File: src/hw/hpc_pkg.sv
// constants for the host port core-side configuration block
package hpc_pkg;
	// register byte offsets
	localparam logic [4:0] OFS_CTRL     = 5'h00;
	localparam logic [4:0] OFS_PINCTRL  = 5'h04;
	localparam logic [4:0] OFS_STATUS   = 5'h08;
	localparam logic [4:0] OFS_RXDATA   = 5'h0c;
	localparam logic [4:0] OFS_TXDATA   = 5'h10;
	localparam logic [4:0] OFS_IRQ_STAT = 5'h14;
	localparam logic [4:0] OFS_IRQ_MASK = 5'h18;
	localparam logic [4:0] OFS_VECTOR   = 5'h1c;
	// control register fields
	localparam int CTRL_RX_IE   = 0;
	localparam int CTRL_TX_IE   = 1;
	localparam int CTRL_CMD_IE  = 2;
	localparam int CTRL_FLAG_A  = 3;
	localparam int CTRL_FLAG_B  = 4;
	localparam int CTRL_DMA_LSB = 5;
	localparam logic [7:0] CTRL_RESET  = 8'h00;
	localparam logic [7:0] CTRL_WMASK  = 8'hff;
	// pin control register fields
	localparam int PC_GPIO_EN = 0;
	localparam int PC_A8_EN   = 1;
	localparam int PC_A9_EN   = 2;
	localparam int PC_CS_EN   = 3;
	localparam int PC_REQ_EN  = 4;
	localparam int PC_ACK_EN  = 5;
	localparam int PC_PORT_EN = 6;
	localparam int PC_REQ_OD  = 8;
	localparam int PC_DS_POL  = 9;
	localparam int PC_AS_POL  = 10;
	localparam int PC_MUX     = 11;
	localparam int PC_DUAL    = 12;
	localparam int PC_CS_POL  = 13;
	localparam int PC_REQ_POL = 14;
	localparam int PC_ACK_POL = 15;
	localparam logic [15:0] PC_RESET = 16'h0000;
	localparam logic [15:0] PC_WMASK = 16'hff7f;
	// status, irq status and irq mask share this layout
	localparam int ST_RX_FULL  = 0;
	localparam int ST_TX_EMPTY = 1;
	localparam int ST_CMD      = 2;
	localparam logic [2:0] ST_RESET = 3'h2;
	// dma mode codes
	localparam logic [2:0] DMA_OFF    = 3'h0;
	localparam logic [2:0] DMA_H2C_24 = 3'h1;
	localparam logic [2:0] DMA_H2C_16 = 3'h2;
	localparam logic [2:0] DMA_H2C_8  = 3'h3;
	localparam logic [2:0] DMA_ON     = 3'h4;
	localparam logic [2:0] DMA_C2H_24 = 3'h5;
	localparam logic [2:0] DMA_C2H_16 = 3'h6;
	localparam logic [2:0] DMA_C2H_8  = 3'h7;
	// winning interrupt source codes
	localparam logic [1:0] VEC_NONE = 2'h0;
	localparam logic [1:0] VEC_CMD  = 2'h1;
	localparam logic [1:0] VEC_RX   = 2'h2;
	localparam logic [1:0] VEC_TX   = 2'h3;
	// host side address map
	localparam logic HADDR_DATA  = 1'b0;
	localparam logic HADDR_FLAGS = 1'b1;
	localparam int   SYNC_W      = 17;
endpackage

File: src/hw/hpc_top.sv
// host port core-side control, pin configuration and data path
//
// The implementer's own choices: register access over Avalon-MM and the address map.
`timescale 1ns/1ns
`default_nettype none
module hpc_top (
	input  wire  logic        core_clk,
	input  wire  logic        resetn,
	input  wire  logic [4:0]  avs_address,
	input  wire  logic        avs_read,
	input  wire  logic        avs_write,
	input  wire  logic [31:0] avs_writedata,
	input  wire  logic [3:0]  avs_byteenable,
	output var   logic [31:0] avs_readdata,
	output var   logic        avs_waitrequest,
	input  wire  logic [7:0]  host_data_in,
	output var   logic [7:0]  host_data_out,
	output var   logic        host_data_oe,
	input  wire  logic        host_addr_in,
	input  wire  logic        host_rw_in,
	input  wire  logic        chip_select_pin,
	input  wire  logic        addr_strobe_pin,
	input  wire  logic        data_strobe_pin,
	input  wire  logic        read_strobe_pin,
	input  wire  logic        write_strobe_pin,
	input  wire  logic        host_ack_in,
	input  wire  logic        host_cmd_in,
	output var   logic        host_request_out,
	output var   logic        host_request_oe,
	output var   logic [4:0]  pin_host_fn,
	output var   logic        port_gpio_enable,
	output var   logic [1:0]  irq_vector,
	output var   logic        irq
);
	logic                        rst_s1_reg;
	logic                        rst_n;
	logic [7:0]                  ctrl_reg;
	logic [15:0]                 pc_reg;
	logic                        core_rx_full;
	logic                        core_tx_empty;
	logic                        command_pending;
	logic [23:0]                 rx_data_reg;
	logic [23:0]                 rx_shift_reg;
	logic [23:0]                 tx_data_reg;
	logic [1:0]                  rx_cnt_reg;
	logic [1:0]                  tx_cnt_reg;
	logic [2:0]                  irq_stat_reg;
	logic [2:0]                  irq_mask_reg;
	logic [2:0]                  irq_lvl_reg;
	logic                        haddr_reg;
	logic                        rd_act_reg;
	logic                        wr_act_reg;
	logic                        dma_act_reg;
	logic                        as_act_reg;
	logic                        cmd_pin_reg;
	logic [hpc_pkg::SYNC_W-1:0] pins_s;
	logic [1:0]                  prio_code;

	// decode helpers
	function automatic logic pin_active(input logic pin, input logic pol);
		pin_active = pin ~^ pol;
	endfunction

	function automatic logic [1:0] word_bytes(input logic [2:0] mode);
		word_bytes = (mode[1:0] == 2'h0) ? 2'h3 : 2'h3 - mode[1:0] + 2'h1;
	endfunction

	function automatic logic [31:0] be_merge(input logic [31:0] old, input logic [31:0] nw,
	                                         input logic [3:0] be);
		for (int i = 0; i < 4; i++) begin
			be_merge[8*i +: 8] = be[i] ? nw[8*i +: 8] : old[8*i +: 8];
		end
	endfunction

	// reset release
	always_ff @(posedge core_clk or negedge resetn) begin
		if (!resetn) begin
			rst_s1_reg <= 1'b0;
			rst_n      <= 1'b0;
		end else begin
			rst_s1_reg <= 1'b1;
			rst_n      <= rst_s1_reg;
		end
	end

	hpc_sync3 #(
		.W (hpc_pkg::SYNC_W)
	) u_sync (
		.core_clk (core_clk),
		.rst_n    (rst_n),
		.async_in ({host_cmd_in, host_ack_in, write_strobe_pin, read_strobe_pin,
		            data_strobe_pin, addr_strobe_pin, chip_select_pin, host_rw_in,
		            host_addr_in, host_data_in}),
		.sync_out (pins_s)
	);

	wire [7:0] hd_s  = pins_s[7:0];
	wire       ha_s  = pins_s[8];
	wire       rw_s  = pins_s[9];
	wire       cs_s  = pins_s[10];
	wire       as_s  = pins_s[11];
	wire       ds_s  = pins_s[12];
	wire       rd_s  = pins_s[13];
	wire       wr_s  = pins_s[14];
	wire       ack_s = pins_s[15];
	wire       cmd_s = pins_s[16];

	// configuration seen by the pins, masked while disabled
	wire       port_en  = pc_reg[hpc_pkg::PC_PORT_EN];
	wire       mux_en   = port_en & pc_reg[hpc_pkg::PC_MUX];
	wire       dual_en  = port_en & pc_reg[hpc_pkg::PC_DUAL];
	wire       ds_pol   = port_en & pc_reg[hpc_pkg::PC_DS_POL];
	wire       as_pol   = port_en & pc_reg[hpc_pkg::PC_AS_POL];
	wire       cs_pol   = port_en & pc_reg[hpc_pkg::PC_CS_POL];
	wire       req_pol  = port_en & pc_reg[hpc_pkg::PC_REQ_POL];
	wire       ack_pol  = port_en & pc_reg[hpc_pkg::PC_ACK_POL];
	wire       req_od   = port_en & pc_reg[hpc_pkg::PC_REQ_OD];
	wire       a8_fn    = port_en & (~mux_en | pc_reg[hpc_pkg::PC_A8_EN]);
	wire       a9_fn    = port_en & (~mux_en | pc_reg[hpc_pkg::PC_A9_EN]);
	wire       cs_fn    = port_en & pc_reg[hpc_pkg::PC_CS_EN];
	wire       req_fn   = port_en & pc_reg[hpc_pkg::PC_REQ_EN];
	wire       ack_fn   = req_fn & pc_reg[hpc_pkg::PC_ACK_EN];

	wire [2:0] dma_mode = ctrl_reg[hpc_pkg::CTRL_DMA_LSB +: 3];
	wire       dma_xfer = dma_mode[1:0] != 2'h0;
	wire       c2h_only = dma_xfer & dma_mode[2];
	wire       h2c_only = dma_xfer & ~dma_mode[2];
	wire [1:0] nbytes   = word_bytes(dma_mode);

	// host strobes
	wire       cs_ok    = ~cs_fn | pin_active(cs_s, cs_pol);
	wire       ds_act   = pin_active(ds_s, ds_pol);
	wire       rd_raw   = dual_en ? pin_active(rd_s, ds_pol) : (ds_act & rw_s);
	wire       wr_raw   = dual_en ? pin_active(wr_s, ds_pol) : (ds_act & ~rw_s);
	wire       rd_act   = port_en & cs_ok & rd_raw;
	wire       wr_act   = port_en & cs_ok & wr_raw;
	wire       as_act   = port_en & mux_en & pin_active(as_s, as_pol);
	wire       dma_act  = ack_fn & dma_xfer & pin_active(ack_s, ack_pol);
	wire       haddr    = mux_en ? haddr_reg : ha_s;
	wire       rd_start = rd_act & ~rd_act_reg;
	wire       wr_start = wr_act & ~wr_act_reg;
	wire       dma_go   = dma_act & ~dma_act_reg;
	wire       host_rd  = (rd_start & ~dma_xfer & haddr == hpc_pkg::HADDR_DATA) |
	                      (dma_go & c2h_only);
	wire       host_wr  = (wr_start & ~dma_xfer & haddr == hpc_pkg::HADDR_DATA) |
	                      (dma_go & h2c_only);
	wire       flag_rd  = rd_start & haddr == hpc_pkg::HADDR_FLAGS;
	wire       rd_byte  = host_rd & ~core_tx_empty;
	wire       wr_byte  = host_wr & ~core_rx_full;
	wire       rx_done  = wr_byte & (rx_cnt_reg == nbytes - 2'h1);
	wire       tx_done  = rd_byte & (tx_cnt_reg == nbytes - 2'h1);
	wire [1:0] tx_sel   = nbytes - 2'h1 - tx_cnt_reg;
	wire [7:0] tx_byte  = tx_data_reg[8*tx_sel +: 8];
	wire [23:0] rx_word = {rx_shift_reg[15:0], hd_s};
	wire [23:0] rx_mask = (nbytes == 2'h3) ? 24'hffffff :
	                      (nbytes == 2'h2) ? 24'h00ffff : 24'h0000ff;
	wire       cmd_rise = cmd_s & ~cmd_pin_reg;

	// request level and drive
	wire       req_lvl  = dma_xfer ? (c2h_only ? ~core_tx_empty : ~core_rx_full) :
	                      (~core_tx_empty | ~core_rx_full);
	wire       req_val  = pin_active(req_lvl, req_pol);
	wire       req_out_next = req_od ? 1'b0 : req_val;
	wire       req_oe_next  = req_fn & (~req_od | ~req_val);

	// register bus decode
	wire       bus_req  = (avs_read | avs_write) & avs_waitrequest;
	wire       wr_acc   = avs_write & ~avs_waitrequest;
	wire       rd_acc   = avs_read & ~avs_waitrequest;
	wire       sel_ctrl = avs_address == hpc_pkg::OFS_CTRL;
	wire       sel_pc   = avs_address == hpc_pkg::OFS_PINCTRL;
	wire       sel_st   = avs_address == hpc_pkg::OFS_STATUS;
	wire       sel_rx   = avs_address == hpc_pkg::OFS_RXDATA;
	wire       sel_tx   = avs_address == hpc_pkg::OFS_TXDATA;
	wire       sel_is   = avs_address == hpc_pkg::OFS_IRQ_STAT;
	wire       sel_im   = avs_address == hpc_pkg::OFS_IRQ_MASK;
	wire       sel_vec  = avs_address == hpc_pkg::OFS_VECTOR;
	wire [31:0] wmerge_ctrl = be_merge({24'h0, ctrl_reg}, avs_writedata, avs_byteenable);
	wire [31:0] wmerge_pc   = be_merge({16'h0, pc_reg}, avs_writedata, avs_byteenable);
	wire [31:0] wmerge_tx   = be_merge({8'h0, tx_data_reg}, avs_writedata, avs_byteenable);
	wire       w1c_ok   = wr_acc & avs_byteenable[0];
	wire       cmd_clr  = w1c_ok & sel_st & avs_writedata[hpc_pkg::ST_CMD];
	wire       rx_pop   = rd_acc & sel_rx;
	wire       tx_load  = wr_acc & sel_tx;
	wire [2:0] st_vec   = {command_pending, core_tx_empty, core_rx_full};
	wire [2:0] lvl_now  = st_vec & {ctrl_reg[hpc_pkg::CTRL_CMD_IE],
	                                ctrl_reg[hpc_pkg::CTRL_TX_IE], ctrl_reg[hpc_pkg::CTRL_RX_IE]};
	wire [2:0] irq_set  = lvl_now & ~irq_lvl_reg;
	wire [2:0] irq_clr  = (w1c_ok & sel_is) ? avs_writedata[2:0] : 3'h0;
	wire [31:0] rd_mux  = sel_ctrl ? {24'h0, ctrl_reg} :
	                      sel_pc   ? {16'h0, pc_reg & hpc_pkg::PC_WMASK} :
	                      sel_st   ? {29'h0, st_vec} :
	                      sel_rx   ? {8'h0, rx_data_reg} :
	                      sel_tx   ? {8'h0, tx_data_reg} :
	                      sel_is   ? {29'h0, irq_stat_reg} :
	                      sel_im   ? {29'h0, irq_mask_reg} :
	                      sel_vec  ? {30'h0, irq_vector} : 32'h0;

	hpc_irq_prio u_prio (
		.irq_req  (lvl_now),
		.irq_code (prio_code)
	);

	// bus slave: one wait cycle, then the accepting edge
	always_ff @(posedge core_clk or negedge rst_n) begin
		if (!rst_n) begin
			avs_waitrequest <= 1'b1;
			avs_readdata    <= 32'h0;
		end else begin
			avs_waitrequest <= ~bus_req;
			if (avs_read & avs_waitrequest)
				avs_readdata <= rd_mux;
		end
	end

	always_ff @(posedge core_clk or negedge rst_n) begin
		if (!rst_n) begin
			ctrl_reg     <= hpc_pkg::CTRL_RESET;
			pc_reg       <= hpc_pkg::PC_RESET;
			irq_mask_reg <= 3'h0;
			tx_data_reg  <= 24'h0;
		end else if (wr_acc) begin
			if (sel_ctrl) ctrl_reg <= wmerge_ctrl[7:0] & hpc_pkg::CTRL_WMASK;
			if (sel_pc) pc_reg <= wmerge_pc[15:0] & hpc_pkg::PC_WMASK;
			if (sel_im & avs_byteenable[0]) irq_mask_reg <= avs_writedata[2:0];
			if (sel_tx) tx_data_reg <= wmerge_tx[23:0];
		end
	end

	// core-side flags; hardware set wins over software clear for rx full and command, tx_load wins over tx_done for tx empty
	always_ff @(posedge core_clk or negedge rst_n) begin
		if (!rst_n) begin
			core_rx_full    <= 1'b0;
			core_tx_empty   <= 1'b1;
			command_pending <= 1'b0;
		end else begin
			core_rx_full    <= rx_done | (core_rx_full & ~rx_pop);
			core_tx_empty   <= ~tx_load & (tx_done | core_tx_empty);
			command_pending <= cmd_rise | (command_pending & ~cmd_clr);
		end
	end

	// host byte path
	always_ff @(posedge core_clk or negedge rst_n) begin
		if (!rst_n) begin
			rx_shift_reg <= 24'h0;
			rx_data_reg  <= 24'h0;
			rx_cnt_reg   <= 2'h0;
			tx_cnt_reg   <= 2'h0;
		end else begin
			if (wr_byte) begin
				rx_shift_reg <= rx_word;
				rx_cnt_reg   <= rx_done ? 2'h0 : rx_cnt_reg + 2'h1;
			end
			if (rx_done) rx_data_reg <= rx_word & rx_mask;
			if (tx_load) tx_cnt_reg <= 2'h0;
			else if (rd_byte) tx_cnt_reg <= tx_done ? 2'h0 : tx_cnt_reg + 2'h1;
		end
	end

	// pin side state and registered outputs
	always_ff @(posedge core_clk or negedge rst_n) begin
		if (!rst_n) begin
			rd_act_reg       <= 1'b0;
			wr_act_reg       <= 1'b0;
			dma_act_reg      <= 1'b0;
			as_act_reg       <= 1'b0;
			haddr_reg        <= 1'b0;
			cmd_pin_reg      <= 1'b0;
			host_data_out    <= 8'h0;
			host_data_oe     <= 1'b0;
			host_request_out <= 1'b0;
			host_request_oe  <= 1'b0;
			pin_host_fn      <= 5'h0;
			port_gpio_enable <= 1'b0;
		end else begin
			rd_act_reg       <= rd_act;
			wr_act_reg       <= wr_act;
			dma_act_reg      <= dma_act;
			as_act_reg       <= as_act;
			cmd_pin_reg      <= cmd_s;
			if (as_act & ~as_act_reg) haddr_reg <= hd_s[0];
			if (rd_byte) host_data_out <= tx_byte;
			else if (flag_rd)
				host_data_out <= {3'h0, ctrl_reg[hpc_pkg::CTRL_FLAG_B],
				                  ctrl_reg[hpc_pkg::CTRL_FLAG_A], command_pending,
				                  core_tx_empty, core_rx_full};
			host_data_oe     <= rd_act | (dma_act & c2h_only);
			host_request_out <= req_out_next;
			host_request_oe  <= req_oe_next;
			pin_host_fn      <= {ack_fn, req_fn, cs_fn, a9_fn, a8_fn};
			port_gpio_enable <= pc_reg[hpc_pkg::PC_GPIO_EN];
		end
	end

	// interrupt status, mask and priority
	always_ff @(posedge core_clk or negedge rst_n) begin
		if (!rst_n) begin
			irq_lvl_reg  <= 3'h0;
			irq_stat_reg <= 3'h0;
			irq_vector   <= hpc_pkg::VEC_NONE;
			irq          <= 1'b0;
		end else begin
			irq_lvl_reg  <= lvl_now;
			irq_stat_reg <= irq_set | (irq_stat_reg & ~irq_clr);
			irq_vector   <= prio_code;
			irq          <= |((irq_set | (irq_stat_reg & ~irq_clr)) & irq_mask_reg);
		end
	end
endmodule // hpc_top
`default_nettype wire

File: src/hw/hpc_sync3.sv
// three-stage pin synchroniser with agreement filter
`timescale 1ns/1ns
`default_nettype none
module hpc_sync3 #(
	parameter int W = 1
) (
	input  wire  logic         core_clk,
	input  wire  logic         rst_n,
	input  wire  logic [W-1:0] async_in,
	output var   logic [W-1:0] sync_out
);
	logic [W-1:0] ff1_reg;
	logic [W-1:0] ff2_reg;
	logic [W-1:0] ff3_reg;
	logic [W-1:0] sync_next;

	initial begin
		if (W < 1) $error("hpc_sync3: width must be at least 1");
	end

	// a bit moves only once stages two and three agree
	assign sync_next = (~(ff2_reg ^ ff3_reg) & ff2_reg) | ((ff2_reg ^ ff3_reg) & sync_out);

	always_ff @(posedge core_clk or negedge rst_n) begin
		if (!rst_n) begin
			ff1_reg  <= '0;
			ff2_reg  <= '0;
			ff3_reg  <= '0;
			sync_out <= '0;
		end else begin
			ff1_reg  <= async_in;
			ff2_reg  <= ff1_reg;
			ff3_reg  <= ff2_reg;
			sync_out <= sync_next;
		end
	end
endmodule // hpc_sync3
`default_nettype wire

File: src/hw/hpc_irq_prio.sv
// fixed priority picker for the three host interrupt sources
`timescale 1ns/1ns
`default_nettype none
module hpc_irq_prio (
	input  wire  logic [2:0] irq_req,
	output var   logic [1:0] irq_code
);
	// command beats receive, receive beats transmit
	assign irq_code = irq_req[hpc_pkg::ST_CMD]      ? hpc_pkg::VEC_CMD :
	                  irq_req[hpc_pkg::ST_RX_FULL]  ? hpc_pkg::VEC_RX  :
	                  irq_req[hpc_pkg::ST_TX_EMPTY] ? hpc_pkg::VEC_TX  : hpc_pkg::VEC_NONE;
endmodule // hpc_irq_prio
`default_nettype wire

File: config.mk
export PLATFORM = sky130hd
export DESIGN_NAME = hpc_top
export DESIGN_NICKNAME = d
export VERILOG_FILES = /design/src/hw/hpc_pkg.sv /design/src/hw/hpc_top.sv /design/src/hw/hpc_sync3.sv /design/src/hw/hpc_irq_prio.sv
export SDC_FILE = /design/constraint.sdc
export NUM_CORES = 1
export LEC_CHECK = 0
export BUFFER_PORTS_ARGS = -buffer_cell sky130_fd_sc_hd__buf_4
export CAP_MARGIN = 40
export CORE_UTILIZATION = 57
export CTS_CLUSTER_SIZE = 25
export DETAILED_ROUTE_END_ITERATION = 16
export PLACE_DENSITY = 0.8
export SYNTH_ARGS = -nofsm -noshare
export SYNTH_HDL_FRONTEND = slang
export SYNTH_HIERARCHICAL = 1
export SYNTH_SLANG_ARGS = --single-unit
File: constraint.sdc
create_clock -name core_clk -period 9.2 [get_ports core_clk]
set_input_delay 1.38 -clock core_clk [delete_from_list [all_inputs] [get_ports core_clk]]
set_output_delay 1.38 -clock core_clk [all_outputs]
set_load 0.02 [all_outputs]
* Word level (Yosys, flattened, before mapping)
Cells that the tools add are included.
** Storage, ports and cells
- Register bits after elaboration :: 232
- Bits of input ports :: 62
** Operators by class
- Eq/ne operators :: 11
- Add/subtract/negate cells :: 6
- Reductions and logical operators :: 13
- Multiplexer cells :: 27
- Shift operators :: 1
- Bitwise logic cells :: 108
** Operators with widths (number)
- 24-bit 2-to-1 mux :: 6
- 1-bit AND :: 56
- 17-bit AND :: 2
- 24-bit AND :: 1
- 24-bit by 6-bit variable part select with 8-bit output :: 1
- 5-bit == test (second input constant) :: 4
- 1-bit NOT :: 20
- 2-bit 2-to-1 mux :: 9
- 3-bit AND reduction :: 6
- 17-bit NOT :: 1
- 17-bit OR :: 1
- 17-bit bitwise XOR :: 1
- 16-bit 2-to-1 mux :: 1
- 8-bit 2-to-1 mux :: 2
- 3-bit AND :: 4
- 1-bit OR :: 12
- 5-bit by 4-bit == test with 1-bit output (second input constant) :: 2
- 3-bit 2-to-1 mux :: 3
- 1-bit bitwise XNOR :: 7
- 2-bit by 1-bit adder with 2-bit output (second input constant) :: 3
- 1-bit 2-to-1 mux :: 6
- 3-bit NOT :: 2
- 2-bit nonzero test :: 3
- 5-bit by 3-bit == test with 1-bit output (second input constant) :: 1
- 10 further kinds :: 12

* Depth between registers and ports, before layout
- Depth in word-level cells :: 14
- Depth in mapped cells :: 10
- Gate-level depth less buffers :: 9

* By module
Netlist, hierarchy kept.
** Modules (own cells, without submodules)
- hpc_top :: area an instance 7051.8 um2, cells each 608, seq. area each 3906.2 um2, instances 1
- hpc_sync3 :: area an instance 1893.1 um2, cells each 85, seq. area each 1701.6 um2, instances 1
- hpc_irq_prio :: area an instance 18.8 um2, cells each 4, seq. area each 0.0 um2, instances 1

* Worst setup path after synthesis
OpenSTA, ideal clock, no wires.
- Path kind :: input-to-reg
- Start :: input port avs_address[1]
- End :: register irq
- Cell stages on the path :: 6
- Buffers on the path :: 0
- Arrival time :: 2.782 ns
- Setup slack :: 6.291 ns
- Cells stage by stage :: or3b_2 -> nor3_1 -> nand2_1 -> a22o_1 -> a222oi_1 -> inv_1
** Between the ends
- Word-level cells in the longest chain between the ends :: 8
** Ends and longest elaborated chain
- start, declared :: RTL line hpc_top.sv:9 : input wire logic [4:0] avs_address,
- 5-bit == test :: RTL line hpc_top.sv:175 : wire sel_is = avs_address == hpc_pkg::OFS_IRQ_STAT;
- 1-bit AND :: RTL line hpc_top.sv:189 : wire [2:0] irq_clr = (w1c_ok & sel_is) ? avs_writedata[2:0] : 3'h0;
- 3-bit 2-to-1 mux :: RTL line hpc_top.sv:189
- 3-bit NOT :: RTL line hpc_top.sv:307 : irq <= |((irq_set | (irq_stat_reg & ~irq_clr)) & irq_mask_reg);
- 3-bit AND :: RTL line hpc_top.sv:307
- 3-bit OR :: RTL line hpc_top.sv:307
- 3-bit AND :: RTL line hpc_top.sv:307
- 3-bit OR reduction :: RTL line hpc_top.sv:307
- end signal, assigned :: RTL line hpc_top.sv:307
- end, declared :: RTL line hpc_top.sv:33 : output var logic irq
No other way between the ends.
A chain may end at the register's enable or synchronous reset.

* Final worst setup path
Same ends and word-level chain as after synthesis.

==> summary.txt <==
Share of cells above drive strength 1: 31.5%
Worst hold path type: register to asynchronous set/reset pin
Status: finished, final reports clean
Tcrit/Tclk final: 31.7%
Num Clock Sinks: 224
Startpoint types: input pin
CP max FO: 4
Synth Flop Type: dfrtp_1
Root buffer cell: clkbuf_16
Die area: 16,200 um^2
Worst slack, placed: 5840 ps
CTS buffer count: 23
Synth Cell Area: 8960 um^2
H-tree levels: 1
Port buffer count: 97
Number of global-route vias before repair: 6,044
Vias per Instance: 5.78
Final setup violating endpoints: 0
R2R Setup Slk: 6300 ps
Detail Route Antenna Nets: 0
Element type at the critical path end: register
Setup Skew: 11.6 ps
Routed via count: 5,967
Pwr/cell area: 241 nW/um^2
Post-CTS setup buffers: 0
Static Leak: 5.12 nW
1st-pass router iterations: 5
DRT Wirelength: 20,400 um
Worst skew pair latency: 520 ps
GP Congestion: 0.917
EDFF count, synth: 0
WP data required: 9590 ps
Seq cells post-synth: 224
Design Power: 2.60 mW
CTS resizes: 0
Maximum clock rate: 0.342 GHz
Total negative slack: 0 ps
YS warnings: 6
Cell Area, Placed: 9970 um^2
Pins Over Slew Limit: 0
Met3 usage: 4.73%
Worst-margin pin slew: 684 ps
Clk pin slew, worst setup/hold paths: 60 ps
Data arrival time of the worst path: 3310 ps
Asr flop ratio synth: 100%
Max transition margin: 54.1%
Unrepaired setup endpoints after global routing: no
Critical path type: input pin to register
Hold_buf cts: 0
Grt total ovfl: 0
Die height: 127 um
Routed WL per cell: 19.7 um
Post-route cell area: 10,800 um^2
First-pass GRT wire length: 32,300 um
Initial antenna violation count: 0
Fin. Hold Viols: 0
Core Area: 15,300 um^2
Mean post-synth cell area: 12.9 um^2
Sequential share of the synthesized area: 62.6%
CTS max path bufs: 3
Slack of the critical path: 6280 ps
P&R area growth vs syn: 20.3%
MaxCap Viol Count: 0
Nets: 870
Hpwl dp: 14,500 um
Met1 Use GR: 35.8%
DRC violation total after the first TritonRoute iteration: 674
Mapped Cells: 697
CTS tree: yes
Antenna diodes: 0
Tot GR Track Use: 26.1%
Final min period: 2920 ps
Initial core utilization: 58.7%
GRT met2 Usage: 42.3%
Largest net degree at the start of global routing: 71
Num rows: 45
DRC Markers: 0
Die X: 127 um
GRT Max-Usage Layer: met2
Cell variety after synth: 63
Peak supply drop: 0.142 mV
Ports: 115
## placed cells by master (no fill, tap or decap), types with 5 or more instances in the layout
cell type  instances
dfrtp_1          221
buf_4            106
nand2_1           98
mux2_2            58
o21ai_0           47
nor2_1            24
a21oi_1           23
clkbuf_16         23
a22o_1            22
maj3_2            17
mux2i_1           16
inv_1             15
mux2_4            14
a22oi_1           12
conb_1             9
nand2b_1           7
nor3_1             7
clkbuf_8           7
and2_1             5
nand3b_1           5
xor2_1             5
## stage by stage
stage / utilization (%) / cells / hold WS (ps)
after floorplan: - / 704 / 331
after global placement: 64.6 / 987 / 331
after detailed placement: 65.3 / 992 / 161
after CTS: 70.7 / 1033 / 166
after global routing: 70.7 / 1033 / 178
final: 70.7 / 1033 / 160
## area by class of cell
type	count	area, um^2
sequential	224	5610
fill	1022	4470
multi-input combinational	431	3130
timing repair buffer	110	898
clock buffer	32	679
tap	211	264
clock inverter	9	139
inverter	16	60.1
## logic make-up (layout without fill, tap and decap cells)
logic type	after synthesis	after routing	synth area share (%)
flops	224	224	62.6
xor+xnor	9	9	0.879
compound gates	131	131	9.91
simple gates	171	171	8.95
mux	92	92	12.4
buf+inv	49	167	2.78
other cells	2	9	0.0838
fa+ha+maj	19	19	2.41
## where the power goes
| group | leakage, nW | switching (mW) | internal, mW |
|---|---|---|---|
| clock | 0.408 | 0.378 | 0.603 |
| sequential | 2.85 | 0.105 | 1.10 |
| combinational | 1.86 | 0.229 | 0.187 |
## critical path, cell delays in order
cell and delay (ps):
buf_4 120, or3b_2 530, nor3_1 420, nand2_1 110, a22o_1 210, a222oi_1 440, inv_1 100
## metal layers
| metal | wire length (um) | vias up |
|---|---|---|
| li1 | - | 2662 |
| met5 | 0 | - |
| met2 | 9790 | 254 |
| met4 | 616 | 0 |
| met1 | 8490 | 3001 |
| met3 | 1490 | 50 |
## worst paths after layout
check / start / cells past startpoint / to
max in group asynchronous: rst_n / 3 / core_tx_empty
max reg2reg: ctrl_reg[6] / 10 / host_data_out[1]
min: rst_n / 0 / u_sync/ff3_reg[11]
min reg2reg: rst_n / 0 / u_sync/ff3_reg[11]
max: avs_address[1] / 7 / irq
min in group core_clk: u_sync/ff1_reg[11] / 0 / u_sync/ff2_reg[11]
## synthesized netlist by cell type, types with 3 or more instances
cell type,number,area share (%)
dfrtp_1,222,62
nand2_1,98,4.1
mux2_2,58,7.3
o21ai_0,47,2.6
nor2_1,24,1.0
a21oi_1,23,1.3
a22o_1,22,2.1
maj3_2,17,2.1
mux2i_1,16,1.8
inv_1,15,0.63
mux2_4,14,2.3
a22oi_1,12,1.0
buf_4,11,0.92
clkbuf_1,11,0.46
buf_2,7,0.39
nand2b_1,7,0.49
nor3_1,7,0.39
and2_1,5,0.35
nand3b_1,5,0.42
xor2_1,5,0.49
a21o_1,4,0.34
a221oi_1,4,0.39
mux4_2,4,1.0
nor2b_1,4,0.28
xnor2_1,4,0.39
and3_1,3,0.21
nand3_1,3,0.17
Power figures use the tool's default switching activity.
